--- src/isq_defines.vh ---
/*
 constants of the i2c stop sequence block: register offsets, field
 positions and reset values; assumes inclusion by bare name only
*/
`ifndef ISQ_DEFINES_VH
`define ISQ_DEFINES_VH
`define ISQ_ADDR_W 4
`define ISQ_OFF_CTRL2 4'h0
`define ISQ_OFF_STAT 4'h1
`define ISQ_OFF_BUF 4'h2
`define ISQ_OFF_RELOAD 4'h3
`define ISQ_OFF_IRQ_STAT 4'h4
`define ISQ_OFF_IRQ_MASK 4'h5
`define ISQ_CTRL2_HALT 2
`define ISQ_STAT_HALT_SEEN 4
`define ISQ_IRQ_LINK 0
`define ISQ_IRQ_COLL 1
`define ISQ_RELOAD_RESET 8'h09
`endif

--- src/isq_stop.v ---
/*
 i2c master stop-condition sequencer with register port and interrupt.
 assumes a 20 MHz clk_sys, an open-drain bus outside, and that the byte
 engine raises byte_done after the falling edge of the ninth clock.
*/
`timescale 1ns/1ps
`include "isq_defines.vh"
module isq_stop #(
   parameter ADDR_W = `ISQ_ADDR_W
) (
   input wire clk_sys,
   input wire rst,
   input wire [ADDR_W-1:0] addr,
   input wire [7:0] wdata,
   input wire wr,
   input wire rd,
   output reg [7:0] rdata,
   input wire byte_done,
   input wire scl_in,
   output wire scl_out,
   output wire scl_oe,
   input wire sda_in,
   output wire sda_out,
   output wire sda_oe,
   output wire irq
);
   localparam S_IDLE = 6'b000001;
   localparam S_SDA_LOW = 6'b000010;
   localparam S_COUNT = 6'b000100;
   localparam S_SCL_HI = 6'b001000;
   localparam S_SDA_HI = 6'b010000;
   localparam S_TAIL = 6'b100000;

   reg [5:0] state;
   reg [7:0] reload;
   reg [7:0] brg;
   reg [7:0] buffer;
   reg halt_request_bit;
   reg halt_seen;
   reg write_collision_flag;
   reg serial_link_irq_flag;
   reg [1:0] irq_mask;
   reg hold_scl;
   reg drive_sda;
   reg [2:0] scl_sync;
   reg [2:0] sda_sync;
   reg scl_s;
   reg sda_s;

   wire busy = (state != S_IDLE);
   wire tick = (brg == 8'h00);
   wire wr_ctrl = wr && (addr == `ISQ_OFF_CTRL2);
   wire wr_buf = wr && (addr == `ISQ_OFF_BUF);
   wire wr_irq = wr && (addr == `ISQ_OFF_IRQ_STAT);
   wire [1:0] irq_stat = {write_collision_flag, serial_link_irq_flag};

   // open drain: only ever drive low
   assign scl_out = 1'b0;
   assign sda_out = 1'b0;
   assign scl_oe = hold_scl;
   assign sda_oe = drive_sda;
   assign irq = |(irq_stat & irq_mask);

   // three-stage sync; a change counts once stages two and three agree
   always @(posedge clk_sys or posedge rst) begin
      if (rst) begin
         scl_sync <= 3'b111;
         sda_sync <= 3'b111;
         scl_s <= 1'b1;
         sda_s <= 1'b1;
      end else begin
         scl_sync <= {scl_sync[1:0], scl_in};
         sda_sync <= {sda_sync[1:0], sda_in};
         if (scl_sync[1] == scl_sync[2])
            scl_s <= scl_sync[2];
         if (sda_sync[1] == sda_sync[2])
            sda_s <= sda_sync[2];
      end
   end

   always @(posedge clk_sys or posedge rst) begin
      if (rst) begin
         state <= S_IDLE;
         brg <= 8'h00;
         hold_scl <= 1'b0;
         drive_sda <= 1'b0;
         halt_request_bit <= 1'b0;
         halt_seen <= 1'b0;
         serial_link_irq_flag <= 1'b0;
         write_collision_flag <= 1'b0;
         reload <= `ISQ_RELOAD_RESET;
         irq_mask <= 2'h0;
         buffer <= 8'h00;
      end else begin
         if (wr && addr == `ISQ_OFF_RELOAD)
            reload <= wdata;
         if (wr && addr == `ISQ_OFF_IRQ_MASK)
            irq_mask <= wdata[1:0];
         if (wr_irq && wdata[`ISQ_IRQ_LINK])
            serial_link_irq_flag <= 1'b0;
         if (wr_irq && wdata[`ISQ_IRQ_COLL])
            write_collision_flag <= 1'b0;
         // halt-seen clears when software writes zero to it
         if (wr && addr == `ISQ_OFF_STAT && !wdata[`ISQ_STAT_HALT_SEEN])
            halt_seen <= 1'b0;
         if (byte_done)
            hold_scl <= 1'b1;
         if (wr_buf) begin
            if (busy)
               write_collision_flag <= 1'b1;
            else
               buffer <= wdata;
         end
         if (wr_ctrl && !busy && wdata[`ISQ_CTRL2_HALT])
            halt_request_bit <= 1'b1;
         if (!tick)
            brg <= brg - 8'h01;
         case (state)
            S_IDLE: begin
               if (halt_request_bit) begin
                  drive_sda <= 1'b1;
                  hold_scl <= 1'b1;
                  state <= S_SDA_LOW;
               end
            end
            S_SDA_LOW: begin
               if (!sda_s) begin
                  brg <= reload;
                  state <= S_COUNT;
               end
            end
            S_COUNT: begin
               if (tick) begin
                  hold_scl <= 1'b0;
                  brg <= reload;
                  state <= S_SCL_HI;
               end
            end
            S_SCL_HI: begin
               // stretched scl reloads the count until the line is high
               if (!scl_s)
                  brg <= reload;
               else if (tick) begin
                  drive_sda <= 1'b0;
                  state <= S_SDA_HI;
               end
            end
            S_SDA_HI: begin
               if (sda_s && scl_s) begin
                  halt_seen <= 1'b1;
                  brg <= reload;
                  state <= S_TAIL;
               end
            end
            S_TAIL: begin
               if (tick) begin
                  halt_request_bit <= 1'b0;
                  serial_link_irq_flag <= 1'b1;
                  state <= S_IDLE;
               end
            end
            default: state <= S_IDLE;
         endcase
      end
   end

   always @(posedge clk_sys or posedge rst) begin
      if (rst)
         rdata <= 8'h00;
      else if (rd) begin
         case (addr)
            `ISQ_OFF_CTRL2:
               rdata <= {5'h00, halt_request_bit, 2'h0};
            `ISQ_OFF_STAT:
               rdata <= {3'h0, halt_seen, 4'h0};
            `ISQ_OFF_BUF: rdata <= buffer;
            `ISQ_OFF_RELOAD: rdata <= reload;
            `ISQ_OFF_IRQ_STAT: rdata <= {6'h00, irq_stat};
            `ISQ_OFF_IRQ_MASK: rdata <= {6'h00, irq_mask};
            default: rdata <= 8'h00;
         endcase
      end else
         rdata <= 8'h00;
   end
endmodule

--- config.mk ---
export PLATFORM = sky130hd
export DESIGN_NAME = isq_stop
export DESIGN_NICKNAME = d
export VERILOG_FILES = /design/src/isq_stop.v
export VERILOG_INCLUDE_DIRS = /design/src
export SDC_FILE = /design/constraint.sdc
export NUM_CORES = 1
export LEC_CHECK = 0
export BUFFER_PORTS_ARGS = -buffer_cell sky130_fd_sc_hd__buf_2
export CAP_MARGIN = 10
export CORE_ASPECT_RATIO = 0.75
export CORE_UTILIZATION = 42
export DETAILED_ROUTE_END_ITERATION = 10
export GPL_TIMING_DRIVEN = 0
export HOLD_SLACK_MARGIN = 0.05
export SETUP_SLACK_MARGIN = 0.3
export SYNTH_ARGS = -nofsm -noshare
export SYNTH_HDL_FRONTEND = slang
export SYNTH_SLANG_ARGS = --single-unit
--- constraint.sdc ---
create_clock -name clk_sys -period 4.3 [get_ports clk_sys]
set_input_delay 0.645 -clock clk_sys [delete_from_list [all_inputs] [get_ports clk_sys]]
set_output_delay 0.645 -clock clk_sys [all_outputs]
set_load 0.02 [all_outputs]
# Word-level counts from Yosys, hierarchy flattened
# Cells that the tools add are included.
# word_totals
ff_bits	54
input_bits	19
# op_classes
add_sub_neg	1
eq_ne	21
n_mux	36
bitwise_logic	2
n_reduce_logical	21
# ops
op	n
2-to-1 mux 8 bit	6
case mux 8 bit (6 select lines)	1
2-to-1 mux 6 bit	7
case mux 6 bit (6 select lines)	1
case mux 8 bit (4 select lines)	1
2-to-1 mux 1 bit	18
inequality test 2 bit (second input constant)	7
logical AND 1 bit	12
== test 4 x 2 -> 1 bit (second input constant)	2
== test 4 x 3 -> 1 bit (second input constant)	2
zero test 8 bit	1
subtractor 8 x 1 -> 8 bit (second input constant)	1
AND reduction 7 bit	1
== test 6 x 1 -> 1 bit (second input constant)	1
== test 6 x 2 -> 1 bit (second input constant)	1
== test 6 x 3 -> 1 bit (second input constant)	1
== test 6 x 4 -> 1 bit (second input constant)	1
== test 6 x 5 -> 1 bit (second input constant)	1
== test 6 bit (second input constant)	1
inequality test 6 x 1 -> 1 bit (second input constant)	1
== test 4 x 1 -> 1 bit (second input constant)	1
zero test 4 bit	1
case mux 1 bit (2 select lines)	2
AND reduction 4 bit	1
other kinds (7)	9

# Depth between registers and ports, before layout
# Gate-level depths: netlist of the first run.
# logic_depth
depth_word	7
mapped_depth	8
depth_no_buf	7

# Worst setup path before layout of the first run
# No wires, ideal clock.
# synth_path
kind	register to register
start	register brg[0]
end	register brg[0]
t_arrival_ns	2.181
required_time_ns	4.175
path_slack_ns	1.994
path_stages_with_launch	8
path_buffers	0
period_less_slack_ns	2.306
path_cell_list	dfrtp_1 inv_1 ha_1 or3b_4 nor3_4 nor4b_2 o41a_1 mux2_4
# synth_between
elab_chain_len	4
# synth_rtl
element	line_no	text
start: declaration	isq_stop.v:36	reg [7:0] brg;
start signal: assignment	isq_stop.v:117	brg <= brg - 8'h01;
start signal: assignment	isq_stop.v:128	brg <= reload;
start signal: assignment	isq_stop.v:135	brg <= reload;
subtractor 8 x 1 -> 8 bit or zero test 8 bit (tied branches)	isq_stop.v:117, isq_stop.v:51	
2-to-1 mux 8 bit	isq_stop.v:116	if (!tick)
2-to-1 mux 8 bit, on equally long branches	n/a	
case mux 8 bit (4 select lines) (*)	isq_stop.v:118	case (state)
# Mark *: on every way between the ends. The rest lies on a longest branch, timed or not.
# A chain may end at the register's enable or synchronous reset.

# Final worst setup path of the first run
# layout_path
start	register brg[0]
end	register brg[4]
# The elaborated chain is that of the path after synthesis.

==> metrics, run 1 <==
status finished clean; ANT cells 0; CTS sink cnt 54; FF-to-FF End brg[4]$_DFF_PP0_; vias in the first global route 1772; Overflow after GRT 0; reg2reg path depth 7; Routed WL about 5.4 mm; max-cap violations 0; worst min path class primary input to asynchronous set/reset pin; #FFs+latches synth 54; first-pass GRT wire length 9.045 mm; Slew Limit Fails 0; hold slack roughly 0.30 ns; clock buffer depth 2; Slew Limit Headroom 0.5288; switching pwr 568.2 µW; CTS resizes 0; Antenna Nets Post-Route 0; CTS Buf Count 5; largest net degree at the start of global routing 40; dominant cells by area after synthesis dfrtp_1 42%, dfstp_2 11%, mux2_2 8.8%; crit path max-delay cell type o41ai_2; Die Area ~6400 µm²; Clock Latency Late Sink 0.31 ns; Sequential Power Share 0.479; Syn-to-layout area delta 13.12%; Multi-input gate area about 1100 µm²; CP Cell Sequence inv_1 > ha_1 > or3b_4 > nor3_4 > nor4b_2 > o41ai_2 > a22o_1; fin crit share 0.6038; Startpoint Class flip-flop; RePlAce Congestion 0.8536; Switching Fraction 0.3540; commonest cells in the netlist 43 x dfrtp_1, 20 x mux2_2, 20 x nor2_1, 11 x dfstp_2; Synth Area per Inst between 10 and 15 µm²; cell taking the most area after synthesis dfrtp_1; YS warnings 0; final setup fails 0; Layout fillers 570; drt initial violations 201; core area 5826 µm²; crit end category flip-flop; Synth Instances 223; row cnt 24; Internal slightly above 1 mW; DR WL/cell 15.94 µm; CP Data Required Time 4.54 ns; Ports 32; synthesized area between 2000 and 3000 µm²; GRT Total Usage 0.1830; critical path class flip-flop to flip-flop; number of distinct library cells after synthesis 53; crit-path max FO 7; top-count cell post-synth dfrtp_1; Final HPWL DP 3.976 mm; Clock transition at path regs 0.09 ns; Post-synth ARST share 1.000; Clock power frac 0.171; layout cell share with drive strength beyond 1 0.3127; First-pass DRT Iterations 4; RSZ-0062 raised after global routing false; initial core utilization 0.4386; Die Wd 92.06 µm; H-tree levels 2; CTS tree built; post-synthesis sequential area ratio 0.5343; setup slack, reg-to-reg between 1.5 and 2 ns; via density per instance 5.466; Leak 1.319 nW; setup bufs post-CTS 0; Crit path arrival time 2.84 ns; Period minus WS final 2.596 ns; Slew @ Worst Pin 0.6970 ns; DR vias 1842; Die H about 70 µm; final net count 278; CTS Hold Bufs 0; number of buffers added on ports 26; Comb power frac 0.349; clock skew 0.01054 ns; CP max stage delay roughly 0.65 ns; ys flop type dfrtp_1; Root Driver clkbuf_8; Crit Reg-Reg Startpoint brg[0]$_DFF_PP0_; DRC Markers 0; Cell Pwr Density 555.3 nW/µm²; final hold vios 0; VDD IR max between 150 and 200 µV; Max Clock Freq 385.1 MHz; Post-synth EDFFs 0; setup total negative slack 0 ns; register area 1365 µm²; Yosys top cell area share 0.4212; PnR Total Power approximately 1.6 mW; initial antenna violation count 0
-- placed cells by master, fill, tap and decap left out, types with 3 or more instances in the layout --
cell type,instances
and3_1,4
dfrtp_1,43
nand3b_1,4
mux2_2,20
xnor2_1,4
a21oi_1,5
nor2_1,20
or2_2,4
dfstp_2,11
nor3_1,4
a22o_1,5
xor2_1,3
nand3_1,5
clkbuf_8,5
nor4_1,4
buf_2,29
o22ai_1,3
o21ai_0,3
a21o_1,3
clkbuf_1,6
nand2_1,9
inv_1,9
a22oi_1,10
o31ai_1,3
or3_1,3
-- area by class of cell --
cell class	instances	area share
buffer	9	0.01558
clock buffer	7	0.02641
clock inverter	1	0.002597
inverter	10	0.01299
multi-input combinational	151	0.3844
sequential	54	0.4723
tap	78	0.03377
timing repair buffer	27	0.05195
-- worst max-delay path by stage --
stage | slack [ns] | endpoint | cells past startpoint | from
4_1_cts | 1.70 | brg[3]$_DFF_PP0_ | 7 | brg[0]$_DFF_PP0_
3_5_place_dp | 1.71 | brg[3]$_DFF_PP0_ | 7 | brg[0]$_DFF_PP0_
3_3_place_gp | 1.63 | rdata[1]$_DFF_PP0_ | 2 | rst
5_1_grt | 1.52 | brg[5]$_DFF_PP0_ | 7 | brg[0]$_DFF_PP0_
2_1_floorplan | 1.99 | brg[0]$_DFF_PP0_ | 7 | brg[0]$_DFF_PP0_
6_report | 1.70 | brg[4]$_DFF_PP0_ | 7 | brg[0]$_DFF_PP0_
-- flip-flops by register name, summed over array words and instances (netlist names) --
register              cells
serial_link_irq_flag      1
rdata                     8
buffer                    8
halt_seen                 1
scl_s                     1
state                     6
sda_sync                  3
sda_s                     1
write_collision_flag      1
halt_request_bit          1
scl_sync                  3
reload                    8
brg                       8
sda_oe                    1
irq_mask                  2
scl_oe                    1
-- metrics by stage --
stage               cells  setup WS [ns]  area [µm²]    util
floorplan             224          1.994        2559       -
global route          337          1.523        2890  0.4961
global placement      328          1.631        2786  0.4783
detailed placement    329          1.708        2806  0.4817
CTS                   337          1.698        2890  0.4961
finish                337          1.704        2890  0.4961
-- logic make-up (layout without fill, tap and decap cells) --
| kind of cell | Yosys count | count (layout) | synth area share |
|---|---|---|---|
| xor gates and xnor gates | 7 | 7 | 0.02400 |
| buffers and inverters | 19 | 54 | 0.03232 |
| and+or+nand+nor | 70 | 70 | 0.1562 |
| other | 1 | 2 | 0.001468 |
| DFF | 54 | 54 | 0.5343 |
| AOI/OAI and AO/OA | 46 | 46 | 0.1371 |
| muxes | 23 | 23 | 0.1019 |
| adders and majority gates | 3 | 3 | 0.01273 |
-- layer usage --
layer / GRT usage / share of wire / wire length (µm) / vias up
met2: 0.2479 / 0.40 / 2165 / 44
met4: 0.04688 / 0.011 / 59 / 0
li1: - / - / - / 888
met5: 0 / 0 / 0 / -
met1: 0.2930 / 0.54 / 2920 / 902
met3: 0.03947 / 0.042 / 226 / 8
-- power groups by stage --
| stage | clock network (mW) | registers, mW | logic [mW] |
|---|---|---|---|
| CTS | 0.286 | 0.768 | 0.562 |
| floorplan | 0 | 0.744 | 0.445 |
| finish | 0.275 | 0.769 | 0.560 |
| global route | 0.303 | 0.790 | 0.627 |
| detailed placement | 0 | 0.777 | 0.559 |
| global placement | 0 | 0.774 | 0.546 |
-- worst max-delay path, delay by kind of cell, from the launching register on --
kind | cells | cell delay, ns
adder cells (fa/ha/maj) | 1 | 0.20
AND/OR/NAND/NOR | 3 | 0.94
buffers and inverters | 1 | 0.07
AO/OA/AOI/OAI | 2 | 0.90
flip-flops | 1 | 0.43
Power figures use the tool's default switching activity.
==> inputs of run 2 (changes only) <==
Clock period 4.3 ns to 2.2 ns, I/O delays scaled along.
==> metrics, run 2 (synthesis results as in run 1) <==
status finished, violations left; failing checks setup timing; CTS tree built; commonest non-fill, non-tap cell in the layout dfrtp_1; hold depth 1; Leak 1.531 nW (+16%); Slew Limit Headroom 0.5318 (+0.003044); Clock Latency Late Sink 0.31 ns (about the same); drt initial violations 103 (-49%); fin crit share 1.007 (+0.4030); Syn-to-layout area delta 30.51%; CTS Buf Count 5 (unchanged); CP Data Required Time 2.40 ns (-2.14 ns); row cnt 24 (unchanged); FF-to-FF End brg[0]$_DFF_PP0_; most frequent cells in the layout 42 x dfrtp_1, 27 x buf_2, 20 x nor2_1; met3 Use GR 0.03728 (-0.002193); reg2reg path depth 4 (-3); VDD IR max 705.2 µV (+260%); Die Area 6402 µm² (unchanged); worst min path class primary input to flip-flop; first-pass GRT wire length 9.591 mm (+6.0%); critical path class flip-flop to flip-flop; met1 Use GR 0.2952 (+0.002160); Cell Pwr Density 1216 nW/µm² (+120%); Period minus WS final 2.215 ns (-0.3814 ns); Crit Reg-Reg Startpoint state[5]$_DFFE_PP0P_; initial core utilization 0.4386 (unchanged); Root Driver clkbuf_8; hold slack 0.1173 ns (-0.1832 ns); crit path max-delay cell type or4_4; Slew Limit Fails 0 (unchanged); Max Clock Freq 451.5 MHz (+17%); DR vias 1962 (+6.5%); initial antenna violation count 0 (unchanged); Final HPWL DP 3.905 mm (-1.8%); largest net degree at the start of global routing 43 (+7.5%); Die Wd 92.06 µm (unchanged); H-tree levels 2 (unchanged); Final Cell Area 3334 µm² (+15%); vias in the first global route 1917 (+8.2%); dpl ws -0.3183 ns (-2.026 ns); Ports 32 (unchanged); DR WL/cell 16.71 µm (+4.9%); Antenna Nets Post-Route 0 (unchanged); GRT Total Usage 0.1934 (+0.01047); final net count 301 (+8.3%); Clock transition at path regs 0.10 ns (about the same); Die H 69.55 µm (unchanged); clock skew 0.01277 ns (+0.002240 ns); Worst Hold Path EP sda_sync[0]$_DFF_PP1_; delay-heaviest family, CP simple AND/OR/NAND/NOR gates; Startpoint Class flip-flop; worst setup margin -0.01505 ns (-1.719 ns); number of buffers added on ports 26 (unchanged); GRT met2 Usage 0.2720 (+0.02405); CP Cell Sequence or2_4 > or4_4 > o41a_1 > mux2_4; Post-DP Area 2823 µm² (+0.58%); layout cell share with drive strength beyond 1 0.4326 (+0.1199); CTS sink cnt 54 (unchanged); RSZ-0062 raised after global routing true; Slew @ Worst Pin 0.6997 ns (+0.002670 ns); clock buffer depth 2 (unchanged); Buf+Inv Stages, Crit Path 0 (-1); crit end category flip-flop; setup slack, reg-to-reg -0.02 ns (-1.72 ns); Hold Path Origin sda_in; via density per instance 5.450 (-0.29%); First-pass DRT Iterations 4 (unchanged); crit-path max FO 7 (unchanged); PnR Total Power 4.055 mW (+150%); Routed WL 6.016 mm (+12%); Overflow after GRT 0 (unchanged); Crit path arrival time 2.41 ns (-0.43 ns); CP max stage delay 0.58 ns (-0.07 ns); final setup fails 1 (+1); max-cap violations 0 (unchanged); final hold vios 0 (unchanged); DRC Markers 0 (unchanged); core area 5826 µm² (unchanged); setup total negative slack -0.01505 ns (-0.01505 ns); RePlAce Congestion 0.8544 (about the same); ANT cells 0 (unchanged); GRT Max-Usage Layer met1
-- run 2: layout make-up --
cell class / count / area (µm²)
Inverter: 10 / 40.04
Multi-Input combinational cell: 151 / 1301
Buffer: 9 / 65.06
Fill cell: 500 / 2491
Clock buffer: 5 / 68.82
Clock inverter: 3 / 47.55
Sequential cell: 54 / 1366
Timing Repair Buffer: 50 / 347.8
Tap cell: 78 / 97.59
-- run 2: metal layers --
metal  wire [µm]  vias up
met5           0        -
met4          27        0
met3         281        4
met2        2636       51
met1        3070      972
li1            -      935
-- run 2: metrics by stage --
stage               utilization  cells
CTS                      0.5436    353
detailed placement       0.4845    329
global route             0.5724    360
global placement         0.4811    328
floorplan                     -    224
finish                   0.5724    360
-- run 2: worst max-delay path by stage --
stage                                    start                 end  slack (ns)  cells past startpoint
final                     state[5]$_DFFE_PP0P_    brg[0]$_DFF_PP0_       -0.02                      4
after global routing          brg[0]$_DFF_PP0_  sda_oe$_DFFE_PP0P_       -0.07                      8
after CTS                     brg[0]$_DFF_PP0_    brg[0]$_DFF_PP0_       -0.08                      7
after detailed placement      brg[0]$_DFF_PP0_    brg[2]$_DFF_PP0_       -0.32                      7
after global placement        brg[0]$_DFF_PP0_    brg[5]$_DFF_PP0_       -0.30                      7
after floorplan               brg[0]$_DFF_PP0_  sda_oe$_DFFE_PP0P_       0.005                      8
-- run 2: repair_timing --
item                                   4_1_cts  5_1_grt
resized for setup                           17       28
pin swaps                                   13       11
hold buffers                                 1        0
setup buffers                               15        7
endpoints found under the hold margin        7        0
setup endpoints to repair                   22       25
-- run 2: power breakdown --
group          total [mW]  internal, mW  leakage [nW]  switching [mW]
registers            1.51          1.27         0.663           0.241
clock network       0.691         0.346        0.0587           0.346
logic                1.86          1.03         0.809           0.829
total                4.06          2.64          1.53            1.42
